[config.mk]
export PLATFORM = sky130hd
export DESIGN_NAME = frs_top
export DESIGN_NICKNAME = d
export VERILOG_FILES = /design/src/hw/frs_pkg.sv /design/src/hw/frs_timer_if.sv /design/src/hw/frs_hiccup_timer.sv /design/src/hw/frs_top.sv
export VERILOG_INCLUDE_DIRS = /design/src /design/src/hw
export SDC_FILE = /design/constraint.sdc
export NUM_CORES = 1
export LEC_CHECK = 0
export ABC_AREA = 1
export BUFFER_PORTS_ARGS = -buffer_cell sky130_fd_sc_hd__buf_2
export CAP_MARGIN = 15
export CORE_MARGIN = 5
export CORE_UTILIZATION = 60
export CTS_BUF_LIST = sky130_fd_sc_hd__clkbuf_4 sky130_fd_sc_hd__clkbuf_8 sky130_fd_sc_hd__clkbuf_16
export CTS_CLUSTER_DIAMETER = 200
export DETAILED_ROUTE_END_ITERATION = 10
export PLACE_DENSITY = 0.8
export SLEW_MARGIN = 20
export SYNTH_ARGS = -nofsm -noshare
export SYNTH_HDL_FRONTEND = slang
export SYNTH_HIERARCHICAL = 1
export SYNTH_SLANG_ARGS = --single-unit
[constraint.sdc]
create_clock -name ref_clk_in -period 4.3 [get_ports ref_clk_in]
set_input_delay 0.43 -clock ref_clk_in [delete_from_list [all_inputs] [get_ports ref_clk_in]]
set_output_delay 0.43 -clock ref_clk_in [all_outputs]
set_load 0.005 [all_outputs]
[src/hw/frs_cfg.svh]
// offsets, field positions, reset values and timing counts for fault response select
`ifndef FRS_CFG_SVH
`define FRS_CFG_SVH
`define FRS_CTRL_OFFSET    8'hB4
`define FRS_CTRL_RESET     8'h00
`define FRS_FB_RESP_LO     0
`define FRS_FB_RESP_HI     1
`define FRS_AV_RESP_LO     4
`define FRS_AV_RESP_HI     5
`define FRS_SHORT_BIT      7
`define FRS_RESP_FLAG0     2'h0
`define FRS_RESP_HICCUP    2'h1
`define FRS_RESP_LATCH     2'h2
`define FRS_CLK_HZ         20000000
`define FRS_HICCUP_MS      500
`define FRS_HICCUP_CYCLES  ((`FRS_HICCUP_MS * (`FRS_CLK_HZ / 1000)))
`define FRS_TIMER_W        24
`define FRS_SYNC_W         7
`endif

[src/hw/frs_pkg.sv]
// types for fault response select
package frs_pkg;
  typedef enum logic [1:0] {RESP_FLAG, RESP_HICCUP, RESP_LATCH} frs_resp_type;
  typedef enum logic [1:0] {ST_RUN, ST_HICCUP, ST_LATCHED} frs_state_type;
endpackage

[src/hw/frs_timer_if.sv]
// carrier between the response logic and a hiccup restart timer
`timescale 1ns/1ps
interface frs_timer_if;
  logic arm;
  logic fault;
  logic done;
  modport ctrl  (output arm, output fault, input done);
  modport timer (input arm, input fault, output done);
endinterface

[src/hw/frs_hiccup_timer.sv]
// hiccup restart timer: counts while armed and fault clear, reloads on fault
`timescale 1ns/1ps
`include "frs_cfg.svh"
module frs_hiccup_timer #(
  parameter logic [`FRS_TIMER_W-1:0] PERIOD = `FRS_TIMER_W'(`FRS_HICCUP_CYCLES)
) (
  input  wire logic    ref_clk_in,
  input  wire logic    rst_in,
  frs_timer_if.timer   tif
);
  logic [`FRS_TIMER_W-1:0] count;
  logic [`FRS_TIMER_W-1:0] next_count;

  always_comb
  begin
    next_count = count;
    if (!tif.arm || tif.fault)
      next_count = PERIOD - `FRS_TIMER_W'(1);
    else if (count != '0)
      next_count = count - `FRS_TIMER_W'(1);
  end

  // done only after a full clear period; fault reappearing restarts the wait
  assign tif.done = tif.arm && !tif.fault && (count == '0);

  always_ff @(posedge ref_clk_in or posedge rst_in)
  begin
    if (rst_in)
      count <= '0;
    else
      count <= next_count;
  end
endmodule

[src/hw/frs_top.sv]
// Contract
// - response control byte, all bits rw, resets zero
// - global enable picks register fields, else mode pin
// - flyback overcurrent sets status, pulls fault flag low
// - flyback codes 00/11 flag only, keep switching
// - flyback hiccup/latch halts flyback and all phases
// - phases resume via soft-start after flyback recovery
// - flyback latch holds until chip enable toggles
// - average overcurrent sets status, pulls flag low
// - average codes 00/11 flag only, keep switching
// - average hiccup stops pwm, resumes after 500ms
// - average latch holds until pwm enable/enable toggle
// - fet short: latch, fail output, unless bit7 set
`timescale 1ns/1ps
`include "frs_cfg.svh"
module frs_top #(
  parameter logic [`FRS_TIMER_W-1:0] HICCUP_CYCLES = `FRS_TIMER_W'(`FRS_HICCUP_CYCLES)
) (
  input  wire logic       ref_clk_in,
  input  wire logic       rst_in,
  input  wire logic       reg_wr_in,
  input  wire logic [7:0] reg_addr_in,
  input  wire logic [7:0] reg_wdata_in,
  output logic      [7:0] reg_rdata_out,
  input  wire logic       global_resp_enable_in,
  input  wire logic       status_clear_in,
  input  wire logic       flyback_oc_in,
  input  wire logic       average_overcurrent_protection_in,
  input  wire logic       flyback_short_in,
  input  wire logic       chip_enable_in,
  input  wire logic       pwm_enable_in,
  input  wire logic [1:0] mode_resp_in,
  output logic            flyback_oc_status_out,
  output logic            average_oc_status_out,
  output logic            flyback_short_status_out,
  output logic            fault_flag_n_out,
  output logic            system_failure_n_out,
  output logic            flyback_enable_out,
  output logic            phase_outputs_enable_out,
  output logic            soft_start_out
);
  // fault, chip/pwm enable and mode pins pass two flops; first stage feeds only the second
  logic [`FRS_SYNC_W-1:0] sync1;
  logic [`FRS_SYNC_W-1:0] sync2;
  logic [`FRS_SYNC_W-1:0] pins;
  assign pins = {mode_resp_in, pwm_enable_in, chip_enable_in, flyback_short_in,
                 average_overcurrent_protection_in, flyback_oc_in};
  genvar gi;
  generate
    for (gi = 0; gi < `FRS_SYNC_W; gi++)
    begin : g_sync
      always_ff @(posedge ref_clk_in or posedge rst_in)
      begin
        if (rst_in)
        begin
          sync1[gi] <= 1'b0;
          sync2[gi] <= 1'b0;
        end
        else
        begin
          sync1[gi] <= pins[gi];
          sync2[gi] <= sync1[gi];
        end
      end
    end
  endgenerate

  logic       fb_oc;
  logic       av_oc;
  logic       fet_short;
  logic       chip_en;
  logic       pwm_en;
  logic [1:0] mode_code;
  assign fb_oc     = sync2[0];
  assign av_oc     = sync2[1];
  assign fet_short = sync2[2];
  assign chip_en   = sync2[3];
  assign pwm_en    = sync2[4];
  assign mode_code = sync2[6:5];

  function automatic frs_pkg::frs_resp_type resp_decode(input logic [1:0] code);
    if (code == `FRS_RESP_HICCUP)
      resp_decode = frs_pkg::RESP_HICCUP;
    else if (code == `FRS_RESP_LATCH)
      resp_decode = frs_pkg::RESP_LATCH;
    else
      resp_decode = frs_pkg::RESP_FLAG;
  endfunction

  logic                 [7:0] ctrl;
  logic                 [7:0] next_ctrl;
  logic                 [7:0] next_rdata;
  frs_pkg::frs_state_type     fb_state;
  frs_pkg::frs_state_type     next_fb_state;
  frs_pkg::frs_state_type     av_state;
  frs_pkg::frs_state_type     next_av_state;
  frs_pkg::frs_resp_type      fb_resp;
  frs_pkg::frs_resp_type      av_resp;
  logic                       short_flag_only;
  logic                       short_latch;
  logic                       next_short_latch;
  logic                       next_fb_stat;
  logic                       next_av_stat;
  logic                       next_sh_stat;
  logic                       next_fb_en;
  logic                       next_ph_en;
  logic                       next_soft;
  logic                       chip_en_d;
  logic                       pwm_en_d;
  logic                       en_toggle;
  logic                       pwm_toggle;

  frs_timer_if fb_tif ();
  frs_timer_if av_tif ();

  frs_hiccup_timer #(.PERIOD(HICCUP_CYCLES)) u_fb_timer (
    .ref_clk_in (ref_clk_in),
    .rst_in     (rst_in),
    .tif        (fb_tif)
  );
  frs_hiccup_timer #(.PERIOD(HICCUP_CYCLES)) u_av_timer (
    .ref_clk_in (ref_clk_in),
    .rst_in     (rst_in),
    .tif        (av_tif)
  );

  // register fields ignored while the global enable is low
  assign fb_resp = global_resp_enable_in ?
                   resp_decode(ctrl[`FRS_FB_RESP_HI:`FRS_FB_RESP_LO]) : resp_decode(mode_code);
  assign av_resp = global_resp_enable_in ?
                   resp_decode(ctrl[`FRS_AV_RESP_HI:`FRS_AV_RESP_LO]) : resp_decode(mode_code);
  assign short_flag_only = global_resp_enable_in ?
                           ctrl[`FRS_SHORT_BIT] : (resp_decode(mode_code) == frs_pkg::RESP_FLAG);

  // a falling edge on the enable counts as the toggle; recovery follows its return high
  assign en_toggle  = chip_en_d && !chip_en;
  assign pwm_toggle = pwm_en_d && !pwm_en;

  assign fb_tif.arm   = (fb_state == frs_pkg::ST_HICCUP);
  assign fb_tif.fault = fb_oc;
  assign av_tif.arm   = (av_state == frs_pkg::ST_HICCUP);
  assign av_tif.fault = av_oc;

  always_comb
  begin
    next_ctrl = ctrl;
    if (reg_wr_in && reg_addr_in == `FRS_CTRL_OFFSET)
      next_ctrl = reg_wdata_in;
    next_rdata = (reg_addr_in == `FRS_CTRL_OFFSET) ? next_ctrl : 8'h00;

    // set wins over clear on every status bit
    next_fb_stat = fb_oc || (flyback_oc_status_out && !status_clear_in);
    next_av_stat = av_oc || (average_oc_status_out && !status_clear_in);
    next_sh_stat = fet_short || (flyback_short_status_out && !status_clear_in);

    next_fb_state = fb_state;
    case (fb_state)
      frs_pkg::ST_RUN:
        if (fb_oc && fb_resp == frs_pkg::RESP_HICCUP)
          next_fb_state = frs_pkg::ST_HICCUP;
        else if (fb_oc && fb_resp == frs_pkg::RESP_LATCH)
          next_fb_state = frs_pkg::ST_LATCHED;
      frs_pkg::ST_HICCUP:
        if (fb_tif.done)
          next_fb_state = frs_pkg::ST_RUN;
      frs_pkg::ST_LATCHED:
        if (en_toggle)
          next_fb_state = frs_pkg::ST_RUN;
      default:
        next_fb_state = frs_pkg::ST_RUN;
    endcase

    next_av_state = av_state;
    case (av_state)
      frs_pkg::ST_RUN:
        if (av_oc && av_resp == frs_pkg::RESP_HICCUP)
          next_av_state = frs_pkg::ST_HICCUP;
        else if (av_oc && av_resp == frs_pkg::RESP_LATCH)
          next_av_state = frs_pkg::ST_LATCHED;
      frs_pkg::ST_HICCUP:
        if (av_tif.done)
          next_av_state = frs_pkg::ST_RUN;
      frs_pkg::ST_LATCHED:
        if (en_toggle || pwm_toggle)
          next_av_state = frs_pkg::ST_RUN;
      default:
        next_av_state = frs_pkg::ST_RUN;
    endcase

    next_short_latch = short_latch;
    if (fet_short && !short_flag_only)
      next_short_latch = 1'b1;
    else if (en_toggle)
      next_short_latch = 1'b0;

    next_fb_en = chip_en && (next_fb_state == frs_pkg::ST_RUN) && !next_short_latch;
    // phases need the flyback enabled in the same cycle, so they never beat it out of hiccup
    next_ph_en = next_fb_en && pwm_en && (next_av_state == frs_pkg::ST_RUN);
    next_soft  = next_ph_en && !phase_outputs_enable_out;
  end

  always_ff @(posedge ref_clk_in or posedge rst_in)
  begin
    if (rst_in)
    begin
      ctrl                     <= `FRS_CTRL_RESET;
      reg_rdata_out            <= 8'h00;
      fb_state                 <= frs_pkg::ST_RUN;
      av_state                 <= frs_pkg::ST_RUN;
      short_latch              <= 1'b0;
      chip_en_d                <= 1'b0;
      pwm_en_d                 <= 1'b0;
      flyback_oc_status_out    <= 1'b0;
      average_oc_status_out    <= 1'b0;
      flyback_short_status_out <= 1'b0;
      fault_flag_n_out         <= 1'b1;
      system_failure_n_out     <= 1'b1;
      flyback_enable_out       <= 1'b0;
      phase_outputs_enable_out <= 1'b0;
      soft_start_out           <= 1'b0;
    end
    else
    begin
      ctrl                     <= next_ctrl;
      reg_rdata_out            <= next_rdata;
      fb_state                 <= next_fb_state;
      av_state                 <= next_av_state;
      short_latch              <= next_short_latch;
      chip_en_d                <= chip_en;
      pwm_en_d                 <= pwm_en;
      flyback_oc_status_out    <= next_fb_stat;
      average_oc_status_out    <= next_av_stat;
      flyback_short_status_out <= next_sh_stat;
      fault_flag_n_out         <= !(next_fb_stat || next_av_stat || next_sh_stat);
      system_failure_n_out     <= !next_short_latch;
      flyback_enable_out       <= next_fb_en;
      phase_outputs_enable_out <= next_ph_en;
      soft_start_out           <= next_soft;
    end
  end
endmodule

==> impl_metrics.toml <==
[cells_and_area]
multiInputGateArea_um2 = 2190
regArea_um2 = 2330
antennaDiodeCount = 0
area.growth.synth_to_final_pct = 9.70
final_nets = 718
nFillCells = 675
drive_gt1_frac = 0.170

[power_and_ir_drop]
irDropWorstVdd_v = 0.000153
p_leak_nw = 2.67
power.density_nw_per_um2 = 302

[min_path]
worstHoldEndpoint = "sync1[5]$_DFF_PP0_"
hold_depth = 1
min_from = "mode_resp_in[0]"
hp-class = "in2reg"

[detailed_routing]
firstDrtPassIters = 5
via_count = 4288
ant_nets = 0
via_per_inst = 5.40
wl_um = 10900
drtIter0Drc = 194
drc_errors = 0
wire_per_inst_um = 13.7

[clock_network]
cts_sinks = 93
cts_hold_buf = 0
root_buffer = "clkbuf_8"
clk_pin_slew_worst_paths_ps = 110
postCtsSetupBuffers = 0
htreeDepth = 3
numCtsBuffers = 9
tritoncts = "yes"
cts_resized = 0
clk_latency_ps = 370
clk_path_buf_depth = 2

[floorplan]
die_width_um = 101
die_h_um = 101
std_cell_rows = 33
pin_count = 44
core_um2 = 8130
die_area_um2 = 10100
start_util = 0.607

[global_route]
grt_pass1_vias = 4208
gr-total-overflow = 0
grt_pass1_wl_um = 18800
antenna_found_initial = 0
grt_max_degree = 46
grt_usage = 0.233

[sta]
worstMarginPinSlew_ps = 943
period_needed_ps = 2490
hold_viol_final = 0
relSlewSlack = 0.371
rsz0062_at_grt = "false"
slew_violations = 0
setup-violations-final = 0
worst_hold_slack_ps = 155
finalSetupTns_ps = 0
fin_crit_sh = 0.579
fmax_mhz = 402
fin_worst_skew_ps = 11.9

[job]
cap_violations = 0

[synth]
syn_area_um2 = 4940
ys_warn_count = 6
syn_nets = 670
ys_types = 29
yosys_register_bits = 93
ys_seq_area_frac = 0.472
syn-instance-count = 636
synth_area_per_cell_um2 = 7.77

[setup_path]
critical_path.slowest_cell = "nor2_2"
cp.required_ps = 4600
slowest_delay_ps = 600
cp-end-kind = "flop"
cp.arrival_ps = 2790
crit_top_cell = "nor2_1"
reg2reg_from = "fb_state[1]$_DFF_PP0_"
startpoint_type = "flop"
r2r_slack_ps = 1810
crit_chain = "nor2_1, inv_1, nor2_2, clkinv_1, nor2_1, inv_1, nand2_1, nand3_1, nor2_1, nand2_1, nor2_1"
path_max_fanout = 17
critPathKind = "reg2reg"
reg2reg_to = "soft_start_out$_DFF_PP0_"
r2r.worst_path.cells = 11

[placed_design]
port_buffers = 43
globalplace.congestion = 0.924
place_hpwl_um = 8190

[run_status]
status = "complete, no violations"
per-stage QoR:
stage	cell area [µm²]	utilization	cells	worst slack (ps)	power, mW
CTS	5420	0.666	794	1780	1.65
floorplan	4940	-	636	2610	1.04
global route	5420	0.666	794	1510	1.72
global placement	5230	0.643	778	1910	1.08
detailed placement	5230	0.643	778	1830	1.09
finish	5420	0.666	794	1810	1.64
synthesized netlist by cell type, drive strengths merged:
master / number / area [µm²]
nand2: 158 / 623
nor2: 135 / 632
dfrtp: 91 / 2280
inv: 89 / 334
nand3: 55 / 288
nand4: 28 / 175
a21oi: 13 / 65.1
o21ai: 13 / 65.1
nand3b: 9 / 67.6
a21o: 8 / 60.1
nor3: 7 / 40.0
buf: 6 / 58.8
ha: 6 / 75.1
clkinv: 4 / 25.0
or2: 4 / 25.0
xor2: 4 / 35.0
dfstp: 2 / 52.6
nor4: 2 / 27.5
o21bai: 2 / 15.0
power by group:
group	switching, mW	total, mW	leakage, nW	internal [mW]
sequential	0.0180	0.927	1.05	0.909
combinational	0.106	0.146	1.52	0.0403
clock	0.340	0.564	0.0989	0.224
layout make-up:
cell class	instances	share of cell area
well taps	105	0.0242
clock inverters	7	0.0125
inverters	93	0.0663
clock buffers	9	0.0229
repair buffers	43	0.0397
flip-flops and latches	93	0.430
multi-input cells	444	0.405
registers in the layout, summed over array words and instances, names as in the netlist, 2 cells and up:
signal            flops
av_state              2
ctrl                  8
fb_state              2
mode_code             2
reg_rdata_out         8
sync1                 7
u_av_timer/count     24
u_fb_timer/count     24
worst max path at each step:
stage | from | end | slack, ps | cells past startpoint
finish | fb_state[1]$_DFF_PP0_ | soft_start_out$_DFF_PP0_ | 1810 | 11
floorplan | u_fb_timer/count[0]$_DFFE_PP0N_ | soft_start_out$_DFF_PP0_ | 2610 | 12
detailed placement | fb_state[1]$_DFF_PP0_ | soft_start_out$_DFF_PP0_ | 1830 | 11
global placement | av_state[1]$_DFF_PP0_ | soft_start_out$_DFF_PP0_ | 1910 | 11
global route | fb_state[1]$_DFF_PP0_ | soft_start_out$_DFF_PP0_ | 1510 | 11
CTS | fb_state[1]$_DFF_PP0_ | soft_start_out$_DFF_PP0_ | 1780 | 11
logic make-up after synthesis:
logic type | Yosys count | synth area share
flip-flops | 93 | 0.472
buffers and inverters | 99 | 0.0846
adder cells (fa/ha/maj) | 6 | 0.0152
AO/OA/AOI/OAI | 36 | 0.0415
XOR/XNOR | 4 | 0.00709
AND/OR/NAND/NOR | 398 | 0.380
critical path: cells and delay by family (launching register included):
kind,cells,cell delay [ps]
and+or+nand+nor,8,1390
DFF,1,410
buffers and inverters,3,610
routing by layer:
layer  vias up  GRT usage  part of all wire  routed length [µm]
li1       2112          -                 -                   -
met1      2027      0.294              0.43                4720
met2       128      0.401              0.50                5480
met3        21     0.0353             0.044                 482
met4         0     0.0912             0.019                 205
met5         -          0                 0                   0
cell usage in the layout, fill, tap and decap left out, drive strengths merged:
master / instances
o21ai: 13
nor4: 2
nor3: 7
inv: 92
nand3b: 9
nor2: 135
a21o: 8
or2: 4
ha: 6
clkbuf: 9
dfrtp: 91
nand2: 158
clkinv: 8
o21bai: 2
a21oi: 13
dfstp: 2
nand3: 55
buf: 43
nand4: 28
xor2: 4
No activity file was read; power rests on OpenSTA's default activity.
